$ cat config.mk
export PLATFORM = sky130hd
export DESIGN_NAME = gdc_regs
export DESIGN_NICKNAME = d
export VERILOG_FILES = /design/src/hdl/gdc_pkg.sv /design/src/hdl/gdc_regs.sv /design/src/hdl/gdc_sync.sv /design/src/hdl/gdc_axil.sv
export SDC_FILE = /design/constraint.sdc
export NUM_CORES = 1
export LEC_CHECK = 0
export ABC_AREA = 1
export BUFFER_PORTS_ARGS = -buffer_cell sky130_fd_sc_hd__buf_2
export CAP_MARGIN = 25
export CORE_AREA = 4 4 142 198
export DETAILED_ROUTE_END_ITERATION = 8
export DIE_AREA = 0 0 146 202
export GPL_TIMING_DRIVEN = 0
export PLACE_DENSITY_LB_ADDON = 0.25
export SETUP_SLACK_MARGIN = 0.1
export SYNTH_ARGS = -nofsm -noshare
export SYNTH_HDL_FRONTEND = slang
export SYNTH_SLANG_ARGS = --single-unit
$ cat constraint.sdc
create_clock -name aclk -period 11.25 [get_ports aclk]
set_clock_uncertainty 0.15 [all_clocks]
set_input_delay 1.6875 -clock aclk [delete_from_list [all_inputs] [get_ports aclk]]
set_output_delay 1.6875 -clock aclk [all_outputs]
set_load 0.02 [all_outputs]
$ cat src/hdl/gdc_pkg.sv
package gdc_pkg;

  // ****************************************************************
  // timing
  // ****************************************************************
  localparam int CLK_PERIOD_NS = 20;
  localparam int DT_BASE_NS    = 2000;
  localparam int DT_STEP_NS    = 250;
  localparam int BL_BASE_NS    = 4000;
  localparam logic [7:0] DT_RST_CYC =
    8'((DT_BASE_NS + CLK_PERIOD_NS - 1) / CLK_PERIOD_NS);
  localparam logic [7:0] BL_RST_CYC = 8'(BL_BASE_NS / CLK_PERIOD_NS);

  // ****************************************************************
  // register map and fields
  // ****************************************************************
  localparam int         AW             = 8;
  localparam logic [7:0] ADDR_CFG       = 8'h00;
  localparam logic [7:0] ADDR_STAT      = 8'h04;
  localparam logic [7:0] ADDR_MODE      = 8'h08;
  localparam logic [7:0] ADDR_IRQ_STAT  = 8'h0C;
  localparam logic [7:0] ADDR_IRQ_MASK  = 8'h10;
  localparam int         DT_LSB         = 2;
  localparam int         DT_W           = 3;
  localparam int         BL_LSB         = 0;
  localparam int         BL_W           = 2;
  localparam int         SLEEP_SEL_BIT  = 0;
  localparam logic [7:0] CFG_RST        = 8'h00;
  localparam logic [2:0] CAUSE_NORMAL   = 3'h0;
  localparam logic [2:0] CAUSE_POR      = 3'h1;
  localparam logic [2:0] CAUSE_UNDERVOLTAGE_SHUTDOWN   = 3'h2;
  localparam logic [2:0] CAUSE_SLEEP    = 3'h3;
  localparam logic [2:0] CAUSE_THERMAL  = 3'h4;

  // pin vector and interrupt bit positions
  localparam int PIN_OV   = 0;
  localparam int PIN_UV   = 1;
  localparam int PIN_OTF  = 2;
  localparam int PIN_OTW  = 3;
  localparam int PIN_OE   = 4;
  localparam int PIN_UVSD = 5;
  localparam int PIN_SLSD = 6;
  localparam int PIN_THSD = 7;
  localparam int PIN_W    = 8;
  localparam int IRQ_SHDN = 4;
  localparam int IRQ_W    = 5;

  localparam logic [1:0] RESP_OKAY   = 2'h0;
  localparam logic [1:0] RESP_SLVERR = 2'h2;

  typedef enum logic [1:0] {MODE_ACTIVE, MODE_STANDBY, MODE_SLEEP} gdc_mode_e;
  typedef enum logic [2:0] {SEL_CFG, SEL_STAT, SEL_MODE, SEL_IRQS, SEL_IRQM,
                            SEL_NONE} gdc_sel_e;

  function automatic gdc_sel_e gdc_reg_sel(input logic [AW-1:0] addr);
    case (addr)
      ADDR_CFG:      return SEL_CFG;
      ADDR_STAT:     return SEL_STAT;
      ADDR_MODE:     return SEL_MODE;
      ADDR_IRQ_STAT: return SEL_IRQS;
      ADDR_IRQ_MASK: return SEL_IRQM;
      default:       return SEL_NONE;
    endcase
  endfunction

endpackage

$ cat src/hdl/gdc_regs.sv
// Notes on behaviour
// - Blanking time comes from config bits 1..0: 4000, 2000, 1000 or 500 ns.
// - The blanking field only takes a written value while the device sits in Standby; a shutdown resets it in any mode.
// - Status bits 7..5 hold the cause of the last reset or shutdown; non-zero means lost.
// - Status bit 4 follows the supply overvoltage comparator.
// - Status bit 3 follows the supply undervoltage comparator.
// - Status bits 2 and 1 follow the thermal shutdown and thermal warning comparators.
// - Standby is output enable low with sleep select clear; with it set, Sleep.
//
// The register addresses and the AXI4-Lite register port were chosen for this implementation.
module gdc_regs
  import gdc_pkg::*;
(
  input  wire logic          aclk,
  input  wire logic          aresetn,
  input  wire logic          s_axi_awvalid,
  output logic               s_axi_awready,
  input  wire logic [AW-1:0] s_axi_awaddr,
  input  wire logic          s_axi_wvalid,
  output logic               s_axi_wready,
  input  wire logic [31:0]   s_axi_wdata,
  input  wire logic [3:0]    s_axi_wstrb,
  output logic               s_axi_bvalid,
  input  wire logic          s_axi_bready,
  output logic      [1:0]    s_axi_bresp,
  input  wire logic          s_axi_arvalid,
  output logic               s_axi_arready,
  input  wire logic [AW-1:0] s_axi_araddr,
  output logic               s_axi_rvalid,
  input  wire logic          s_axi_rready,
  output logic      [31:0]   s_axi_rdata,
  output logic      [1:0]    s_axi_rresp,
  input  wire logic          supply_ov_cmp,
  input  wire logic          supply_uv_cmp,
  input  wire logic          temp_shutdown_cmp,
  input  wire logic          temp_warning_cmp,
  input  wire logic          output_enable,
  input  wire logic          undervoltage_shutdown,
  input  wire logic          sleep_shutdown,
  input  wire logic          thermal_shutdown,
  output logic      [7:0]    dead_time_cycles,
  output logic      [7:0]    blank_time_cycles,
  output logic               standby_mode,
  output logic               sleep_mode,
  output logic               irq
);

  // ****************************************************************
  // state
  // ****************************************************************
  typedef struct packed {
    logic [DT_W-1:0]  dead_time_select;
    logic [BL_W-1:0]  blanking_time_select;
    logic             sleep_select;
    logic [2:0]       reset_cause_code;
    logic [3:0]       flags;
    logic [2:0]       shdn_prev;
    logic [IRQ_W-1:0] irq_status;
    logic [IRQ_W-1:0] irq_mask;
    gdc_mode_e        mode;
    logic [7:0]       dt_cyc;
    logic [7:0]       bl_cyc;
  } gdc_regs_s;

  localparam gdc_regs_s REGS_RST = '{
    dead_time_select:     CFG_RST[DT_LSB +: DT_W],
    blanking_time_select: CFG_RST[BL_LSB +: BL_W],
    sleep_select:         1'b0,
    reset_cause_code:     CAUSE_POR,
    flags:                4'h0,
    shdn_prev:            3'h0,
    irq_status:           5'h00,
    irq_mask:             5'h00,
    mode:                 MODE_STANDBY,
    dt_cyc:               DT_RST_CYC,
    bl_cyc:               BL_RST_CYC
  };

  gdc_regs_s        q;
  gdc_regs_s        d;
  logic [PIN_W-1:0] pin_raw;
  logic [PIN_W-1:0] pin_s;
  logic             wr_fire;
  logic [AW-1:0]    wr_addr;
  logic [7:0]       wr_data;
  logic             wr_strb;
  logic             wr_ok;
  logic [AW-1:0]    rd_addr;
  logic [7:0]       rd_data;
  logic             rd_ok;
  logic [7:0]       status_byte;
  logic [2:0]       shdn_rise;
  logic [IRQ_W-1:0] irq_set;
  logic [IRQ_W-1:0] irq_clr;
  logic             wr_cfg;
  logic [DT_W-1:0]  wr_dt;
  logic [BL_W-1:0]  wr_bl;
  logic             oe_s;

  // ****************************************************************
  // time decoding
  // ****************************************************************
  function automatic logic [7:0] dt_cycles(input logic [DT_W-1:0] code);
    int ns;
    ns = DT_BASE_NS - DT_STEP_NS * int'(code);
    return 8'((ns + CLK_PERIOD_NS - 1) / CLK_PERIOD_NS);
  endfunction

  function automatic logic [7:0] bl_cycles(input logic [BL_W-1:0] code);
    int ns;
    ns = BL_BASE_NS >> code;
    return 8'(ns / CLK_PERIOD_NS);
  endfunction

  // ****************************************************************
  // bus front and pin synchronisers
  // ****************************************************************
  gdc_axil u_axil (
    .aclk          (aclk),
    .aresetn       (aresetn),
    .s_axi_awvalid (s_axi_awvalid),
    .s_axi_awready (s_axi_awready),
    .s_axi_awaddr  (s_axi_awaddr),
    .s_axi_wvalid  (s_axi_wvalid),
    .s_axi_wready  (s_axi_wready),
    .s_axi_wdata   (s_axi_wdata),
    .s_axi_wstrb   (s_axi_wstrb),
    .s_axi_bvalid  (s_axi_bvalid),
    .s_axi_bready  (s_axi_bready),
    .s_axi_bresp   (s_axi_bresp),
    .s_axi_arvalid (s_axi_arvalid),
    .s_axi_arready (s_axi_arready),
    .s_axi_araddr  (s_axi_araddr),
    .s_axi_rvalid  (s_axi_rvalid),
    .s_axi_rready  (s_axi_rready),
    .s_axi_rdata   (s_axi_rdata),
    .s_axi_rresp   (s_axi_rresp),
    .wr_fire       (wr_fire),
    .wr_addr       (wr_addr),
    .wr_data       (wr_data),
    .wr_strb       (wr_strb),
    .wr_ok         (wr_ok),
    .rd_addr       (rd_addr),
    .rd_data       (rd_data),
    .rd_ok         (rd_ok)
  );

  assign pin_raw = {thermal_shutdown, sleep_shutdown, undervoltage_shutdown,
                    output_enable, temp_warning_cmp, temp_shutdown_cmp,
                    supply_uv_cmp, supply_ov_cmp};

  gdc_sync #(.W(PIN_W)) u_sync (
    .aclk (aclk),
    .din  (pin_raw),
    .dout (pin_s)
  );

  // ****************************************************************
  // status byte and read mux
  // ****************************************************************
  always_comb
  begin
    status_byte = {q.reset_cause_code,
                   pin_s[PIN_OV],
                   pin_s[PIN_UV],
                   pin_s[PIN_OTF], pin_s[PIN_OTW],
                   pin_s[PIN_OV] | pin_s[PIN_UV] | pin_s[PIN_OTF]};
  end

  always_comb
  begin
    rd_ok = 1'b1;
    case (gdc_reg_sel(rd_addr))
      SEL_CFG:  rd_data = {3'h0, q.dead_time_select, q.blanking_time_select};
      SEL_STAT: rd_data = status_byte;
      SEL_MODE: rd_data = {7'h00, q.sleep_select};
      SEL_IRQS: rd_data = {3'h0, q.irq_status};
      SEL_IRQM: rd_data = {3'h0, q.irq_mask};
      default:
      begin
        rd_data = 8'h00;
        rd_ok   = 1'b0;
      end
    endcase
  end

  assign wr_ok  = gdc_reg_sel(wr_addr) != SEL_NONE;
  assign wr_cfg = wr_fire && wr_strb && gdc_reg_sel(wr_addr) == SEL_CFG;
  assign wr_dt  = wr_data[DT_LSB +: DT_W];
  assign wr_bl  = wr_data[BL_LSB +: BL_W];
  assign oe_s   = pin_s[PIN_OE];

  // ****************************************************************
  // next state
  // ****************************************************************
  always_comb
  begin
    d         = q;
    d.flags   = pin_s[3:0];
    d.shdn_prev = pin_s[PIN_THSD:PIN_UVSD];
    shdn_rise = pin_s[PIN_THSD:PIN_UVSD] & ~q.shdn_prev;
    irq_clr   = '0;
    if (oe_s)
      d.mode = MODE_ACTIVE;
    else if (q.sleep_select)
      d.mode = MODE_SLEEP;
    else
      d.mode = MODE_STANDBY;
    if (wr_fire && wr_strb)
    begin
      case (gdc_reg_sel(wr_addr))
        SEL_CFG:
        begin
          d.dead_time_select = wr_dt;
          if (q.mode == MODE_STANDBY)
            d.blanking_time_select = wr_bl;
          d.reset_cause_code = CAUSE_NORMAL;
        end
        SEL_MODE:
          if (q.mode == MODE_STANDBY)
            d.sleep_select = wr_data[SLEEP_SEL_BIT];
        SEL_IRQS: irq_clr = wr_data[IRQ_W-1:0];
        SEL_IRQM: d.irq_mask = wr_data[IRQ_W-1:0];
        default:  d.irq_mask = q.irq_mask;
      endcase
    end
    if (shdn_rise[1])
      d.reset_cause_code = CAUSE_SLEEP;
    if (shdn_rise[0])
      d.reset_cause_code = CAUSE_UNDERVOLTAGE_SHUTDOWN;
    if (shdn_rise[2])
      d.reset_cause_code = CAUSE_THERMAL;
    if (|shdn_rise)
    begin
      d.dead_time_select     = CFG_RST[DT_LSB +: DT_W];
      d.blanking_time_select = CFG_RST[BL_LSB +: BL_W];
      d.sleep_select         = 1'b0;
    end
    irq_set      = {|shdn_rise, d.flags & ~q.flags};
    d.irq_status = (q.irq_status & ~irq_clr) | irq_set;
    d.dt_cyc     = dt_cycles(d.dead_time_select);
    d.bl_cyc     = bl_cycles(d.blanking_time_select);
  end

  always_ff @(posedge aclk)
  begin
    if (!aresetn)
      q <= REGS_RST;
    else
      q <= d;
  end

  assign dead_time_cycles  = q.dt_cyc;
  assign blank_time_cycles = q.bl_cyc;
  assign standby_mode      = q.mode == MODE_STANDBY;
  assign sleep_mode        = q.mode == MODE_SLEEP;
  assign irq               = |(q.irq_status & q.irq_mask);
endmodule

$ cat src/hdl/gdc_sync.sv
module gdc_sync
  import gdc_pkg::*;
#(
  parameter int W = PIN_W
)
(
  input  wire logic         aclk,
  input  wire logic [W-1:0] din,
  output logic      [W-1:0] dout
);

  typedef struct packed {
    logic [W-1:0] s2;
    logic [W-1:0] s1;
  } gdc_sync_s;

  gdc_sync_s q;
  gdc_sync_s d;

  // ****************************************************************
  // two-stage synchroniser
  // ****************************************************************
  always_comb
  begin
    d.s1 = din;
    d.s2 = q.s1;
  end

  always_ff @(posedge aclk)
  begin
    q <= d;
  end

  assign dout = q.s2;
endmodule

$ cat src/hdl/gdc_axil.sv
module gdc_axil
  import gdc_pkg::*;
(
  input  wire logic          aclk,
  input  wire logic          aresetn,
  input  wire logic          s_axi_awvalid,
  output logic               s_axi_awready,
  input  wire logic [AW-1:0] s_axi_awaddr,
  input  wire logic          s_axi_wvalid,
  output logic               s_axi_wready,
  input  wire logic [31:0]   s_axi_wdata,
  input  wire logic [3:0]    s_axi_wstrb,
  output logic               s_axi_bvalid,
  input  wire logic          s_axi_bready,
  output logic      [1:0]    s_axi_bresp,
  input  wire logic          s_axi_arvalid,
  output logic               s_axi_arready,
  input  wire logic [AW-1:0] s_axi_araddr,
  output logic               s_axi_rvalid,
  input  wire logic          s_axi_rready,
  output logic      [31:0]   s_axi_rdata,
  output logic      [1:0]    s_axi_rresp,
  output logic               wr_fire,
  output logic      [AW-1:0] wr_addr,
  output logic      [7:0]    wr_data,
  output logic               wr_strb,
  input  wire logic          wr_ok,
  output logic      [AW-1:0] rd_addr,
  input  wire logic [7:0]    rd_data,
  input  wire logic          rd_ok
);

  typedef struct packed {
    logic          aw_full;
    logic [AW-1:0] awaddr;
    logic          w_full;
    logic [7:0]    wdata;
    logic          wstrb0;
    logic          bvalid;
    logic [1:0]    bresp;
    logic          rvalid;
    logic [7:0]    rdata;
    logic [1:0]    rresp;
  } gdc_axil_s;

  gdc_axil_s q;
  gdc_axil_s d;
  logic      rd_fire;

  // ****************************************************************
  // write and read channels
  // ****************************************************************
  always_comb
  begin
    d       = q;
    wr_fire = q.aw_full && q.w_full && !q.bvalid;
    rd_fire = s_axi_arvalid && !q.rvalid;
    if (s_axi_awvalid && !q.aw_full)
    begin
      d.aw_full = 1'b1;
      d.awaddr  = s_axi_awaddr;
    end
    if (s_axi_wvalid && !q.w_full)
    begin
      d.w_full = 1'b1;
      d.wdata  = s_axi_wdata[7:0];
      d.wstrb0 = s_axi_wstrb[0];
    end
    if (wr_fire)
    begin
      d.aw_full = 1'b0;
      d.w_full  = 1'b0;
      d.bvalid  = 1'b1;
      d.bresp   = wr_ok ? RESP_OKAY : RESP_SLVERR;
    end
    if (q.bvalid && s_axi_bready)
      d.bvalid = 1'b0;
    if (rd_fire)
    begin
      d.rvalid = 1'b1;
      d.rdata  = rd_data;
      d.rresp  = rd_ok ? RESP_OKAY : RESP_SLVERR;
    end
    if (q.rvalid && s_axi_rready)
      d.rvalid = 1'b0;
  end

  always_ff @(posedge aclk)
  begin
    if (!aresetn)
      q <= '0;
    else
      q <= d;
  end

  assign s_axi_awready = !q.aw_full;
  assign s_axi_wready  = !q.w_full;
  assign s_axi_bvalid  = q.bvalid;
  assign s_axi_bresp   = q.bresp;
  assign s_axi_arready = !q.rvalid;
  assign s_axi_rvalid  = q.rvalid;
  assign s_axi_rdata   = {24'h000000, q.rdata};
  assign s_axi_rresp   = q.rresp;
  assign wr_addr       = q.awaddr;
  assign wr_data       = q.wdata;
  assign wr_strb       = q.wstrb0;
  assign rd_addr       = s_axi_araddr;
endmodule

After elaboration in Yosys (flattened, before gate mapping)
Cells that the tools add are included.
{ "classes": {"add_sub_neg": 3, "multipliers": 1, "div_mod_pow": 2, "n_eq_ne": 18, "shifts": 1, "mux": 21, "bitwise": 11, "reduce_logical": 33} }
{ "ops": {"columns": ["cell", "n"], "rows": [
  ["divider 32 x 6 -> 32 bit (second input constant)", 2],
  ["case mux 8 bit (5 select lines)", 1],
  ["== test 8 x 4 -> 1 bit (second input constant)", 4],
  [">> shifter 12 x 2 -> 32 bit (first input constant)", 1],
  ["case mux 3 bit (5 select lines)", 2],
  ["== test 8 x 3 -> 1 bit (second input constant)", 2],
  ["== test 8 x 5 -> 1 bit (second input constant)", 2],
  ["logical NOT 8 bit", 2],
  ["two-way mux 3 bit", 5],
  ["two-way mux 5 bit", 3],
  ["subtractor 13 x 2 -> 14 bit (second input constant)", 1],
  ["adder 12 x 6 -> 13 bit (second input constant)", 1],
  ["== test 3 x 2 -> 1 bit (second input constant)", 4],
  ["subtractor 11 x 11 -> 12 bit (first input constant)", 1],
  ["bitwise AND 5 bit", 2],
  ["multiplier 7 x 3 -> 10 bit (first input constant)", 1],
  ["OR reduction 2 bit", 5],
  ["OR reduction 5 bit", 2],
  ["two-way mux 9 bit", 1],
  ["logical AND 1 bit", 8],
  ["two-way mux 2 bit", 4],
  ["nonzero test 4 bit", 2],
  ["== test 3 bit (second input constant)", 2],
  ["logical NOT 3 bit", 2],
  ["other kinds (20)", 30]
]} }
{ "totals": {"reg_bits": 90, "inputBits": 67, "out_inout_bits": 60, "elab_cells": 115} }

Depth between registers and ports, before layout
{ "logic_depth": {"word_depth": 13, "mapped_depth": 76, "mapped_depth_nobuf": 73} }

Modules after synthesis
Synthesis repeated with hierarchy kept, for this count alone.
{ "unflattened": {"cells_unflattened": 1174, "hier_area_um2": 7686.1} }
{ "by_module_without_submodules": {"columns": ["mod", "n_inst", "cells_per_inst", "area_each_um2", "seq_area_each_um2"], "rows": [
  ["gdc_regs", 1, 957, 5731.7, 880.8],
  ["gdc_axil", 1, 201, 1634.1, 620.6],
  ["gdc_sync", 1, 16, 320.3, 320.3]
]} }

Worst setup path after synthesis
No wires, ideal clock.
{ "synth_timing": {"path_type": "reg2reg", "startpoint": "reg u_axil.q, in the netlist u_axil.s_axi_bvalid", "endpoint": "reg q, in the netlist dead_time_cycles[5]", "setup_time_ns": 0.133, "t_arrival_ns": 8.160, "required_ns": 10.967, "slack_ns": 2.807, "stages_incl_launch_ff": 56, "path_buffers": 3, "synth_period_minus_slack_ns": 8.443, "cell_sequence": "dfxtp_1 nor3_4 nand2_4 nor4_1 inv_1 nand2_1 o21ai_1 nand2_1 inv_2 fa_1 inv_1 fa_1 fa_1 inv_1 nand2_1 nor3_1 nand3_1 clkinv_1 [... 20 more ...] nand3_1 nand2_2 nand2_2 nor2_2 nand3_1 nand3_4 nand2_4 nor2_4 nand2_4 buf_8 nand4_1 nand3_1 nor2_2 nand4_1 nand2_2 nand2_1 nand2_1 nand3_1"} }
{ "synth_lines": {"columns": ["item", "line_no", "text"], "rows": [
  ["start, declared", "gdc_axil.sv:46", "gdc_axil_s q;"],
  ["start signal, assigned", "gdc_axil.sv:91", "q <= '0;"],
  ["start signal, assigned", "gdc_axil.sv:93", "q <= d;"],
  ["end signal, assigned", "gdc_regs.sv:248", "q <= REGS_RST;"],
  ["end signal, assigned", "gdc_regs.sv:250", "q <= d;"],
  ["end, declared", "gdc_regs.sv:79", "gdc_regs_s q;"]
]} }

==> run summary <==
clk_lat worst skew = 0.35 ns
CTS H-tree depth = 3
Worst Reg2Reg Path Length in Cells = 67
CP arrival = 10.40 ns
cell family with most CP delay = simple AND/OR/NAND/NOR gates
chip height = 202 um
via/cell ratio = 4.53
Leak Pwr = 4.37 nW
WP buf/inv = 12
PD cells = 113 nW/um^2
Area growth syn-to-layout = 16.4%
I/O pin cnt = 127
antenna-violating nets left = 0
Slew Limit Fails = 0
Hold Buf Count CTS = 0
GRT Overall Usage = 13.3%
Crit path largest cell delay = 0.65 ns
Reg clk slew, reported paths = 0.07 ns
DP Wirelength = 16.7 mm
Peak VDD IR = 0.0643 mV
vias = 6992
Setup CP Type = flop to flop
Max Root-Sink Buffers = 2
wl on met1 = 8.23 mm
max_slew headroom = 52.0%
final core occ = 32.4%
outcome = completed
die area = 29500 um^2
TritonCTS Buffers = 9
Worst path depth = 67
Clock Tree Root = clkbuf_16
met2 wire length = 10.8 mm
drt first pass iters = 6
f_max = 0.0973 GHz
critical path's most frequent cell = nand2_1
HP Class = flop to flop
WL final = 20.1 mm
worst-margin pin slew = 0.720 ns
Top Metal Used = met4
Die X = 146 um
grt ovf = 0
Routed WL per cell = 13.0 um
CTS tree = built
number of antenna diodes = 0
Hold Vio Cnt, Final = 0
count of cell types in the netlist = 57
Iter 0 DRT Violations = 247
final setup TNS = 0 ns
RSZ-0062 raised after global routing = no
Syn Std Cell Area = 7280 um^2
first-pass GRT wire length = 32.5 mm
pin count of the biggest net entering global routing = 19
YS warnings = 0
Slowest-stage cell, CP = fa_2
Startpoint Class = flop
CP Capture Type = flop
clock sinks = 88
number of global-route vias before repair = 6708
hold depth = 0
period utilisation layout = 91.4%
initial antenna violation count = 0
GP Congestion = 0.860
row cnt = 70
CP required = 11.37 ns
layout cell share with drive strength beyond 1 = 21.7%
final net count = 1311
Avg Inst Size Synth = 6.60 um^2
sequential share of the synthesized area = 24.2%
port bufs = 70
Setup Viol. Count Final = 0
max-cap viol count = 0
Initial Util = 27.8%
placeable core area = 26200 um^2
fill count = 2888
flops & latches, synth = 88
minimum clock period = 10.28 ns
Remaining DRCs = 0
metal3 WL = 546 um
CP max FO = 14
synthesized instance count = 1104
[cells in the mapped netlist, drive strengths merged]
cell type    n  area share (%)
o32ai        3            0.36
buf         64             7.1
xnor2        8            0.96
and2         2            0.19
a221oi       1            0.12
a31o         1            0.12
o21a         4            0.41
nor4         5            0.43
a221o        3            0.41
a21boi       1            0.10
inv        169             8.8
a211oi       2            0.21
clkinv       2            0.10
conb         1           0.051
nand3      121              10
dfxtp       88              24
xor2        19             3.1
a41oi        1            0.12
a21oi       43             3.0
clkbuf       7            0.36
o211ai       1            0.10
o21bai       1            0.10
nand4       27             2.4
a22oi        1            0.10
nand3b       5            0.52
a2111oi      1            0.12
nor3        15             1.2
ha          27             4.6
a31oi        2            0.17
fa           4             1.1
nor2       117             7.2
a41o         2            0.27
o31ai        4            0.41
or2          2            0.17
o22ai        5            0.43
o21ai       60             4.4
nand2      285              16
[final cells by class]
cell class                      instances  area (um^2)  share of cell area (%)
Inverter                              171          651                    7.67
Timing Repair Buffer                   73          370                    4.37
Buffer                                 71          543                    6.40
Sequential cell                        88         1760                    20.8
Multi-Input combinational cell        799         4450                    52.5
Clock inverter                          7         70.1                   0.826
Tap cell                              324          405                    4.78
Clock buffer                            9          225                    2.66
[kinds of logic (layout without fill, tap and decap cells)]
| family | count (synthesis) | after routing | synth area share [%] |
|---|---|---|---|
| AOI/OAI and AO/OA | 136 | 136 | 11.0 |
| xor gates and xnor gates | 27 | 27 | 4.02 |
| adders and majority gates | 31 | 31 | 5.74 |
| buffers and inverters | 242 | 331 | 16.3 |
| DFF | 88 | 88 | 24.2 |
| other | 1 | 26 | 0.0515 |
| and+or+nand+nor | 579 | 579 | 38.7 |
[metrics by stage]
step                      hold WS [ns]  cells  power (mW)  area (um^2)  worst slack (ns)
final                            0.182   1542       0.956         8480             0.971
after global routing             0.193   1542        1.02         8480            0.0482
after CTS                        0.184   1540       0.970         8430             0.563
after detailed placement         0.165   1524       0.673         8140             0.626
after global placement           0.162   1523       0.671         8130             0.640
after floorplan                  0.160   1129       0.599         7380              2.81
[state kept, by name, summed over array words and instances (netlist names)]
name,flops
blank_time_cycles,8
q,28
u_axil.s_axi_bresp,1
u_sync.dout,8
dead_time_cycles,8
u_axil.s_axi_bvalid,1
u_axil.wr_data,5
u_axil.s_axi_rdata,8
u_axil.wr_addr,8
u_axil.s_axi_rresp,1
u_sync.d,8
u_axil.q,2
u_axil.wr_strb,1
u_axil.s_axi_rvalid,1
[what timing repair did]
action	in CTS	in global routing
endpoints found under the hold margin	0	0
resized for setup	0	8
buffers inserted	0	2
setup endpoints to repair	0	6
[cells in the final DEF, fill, tap and decap left out, types with 6 or more instances in the layout]
cell type  Yosys  final
nand2_1      248    248
inv_1        152    151
nor2_1       100     99
nand3_1      101     99
dfxtp_1       88     88
buf_2          1     72
buf_4         54     56
o21ai_0       52     52
a21oi_1       43     43
nand2_2       30     30
ha_1          27     27
nand4_1       26     26
conb_1         1     26
nand3_2       15     17
inv_2         15     16
xor2_1        16     15
nor3_1        14     13
nor2_2         9     10
clkbuf_16      0      9
xnor2_1        8      8
nor2_4         8      8
nand2_4        7      7
clkbuf_1       7      7
buf_6          6      6
[routing by layer]
| layer | vias up | global-route usage (%) |
|---|---|---|
| li1 | 3690 | - |
| met5 | - | 0 |
| met2 | 119 | 26.6 |
| met3 | 31 | 1.53 |
| met4 | 0 | 5.41 |
| met1 | 3152 | 13.9 |
[path summary, 6_finish.rpt]
| path | end | start | slack [ns] |
|---|---|---|---|
| setup / recovery | dead_time_cycles[7] | u_axil.wr_addr[0] | 0.97 |
| hold / removal | u_sync.dout[3] | u_sync.d[11] | 0.18 |
| setup reg to reg | dead_time_cycles[7] | u_axil.wr_addr[0] | 0.97 |
| hold reg to reg | u_sync.dout[3] | u_sync.d[11] | 0.18 |
[power by group]
| group | total [mW] | switching, mW | internal, mW |
|---|---|---|---|
| registers | 0.335 | 0.00834 | 0.327 |
| logic | 0.328 | 0.217 | 0.111 |
| clock network | 0.292 | 0.137 | 0.156 |
No activity file was read; power rests on OpenSTA's default activity.
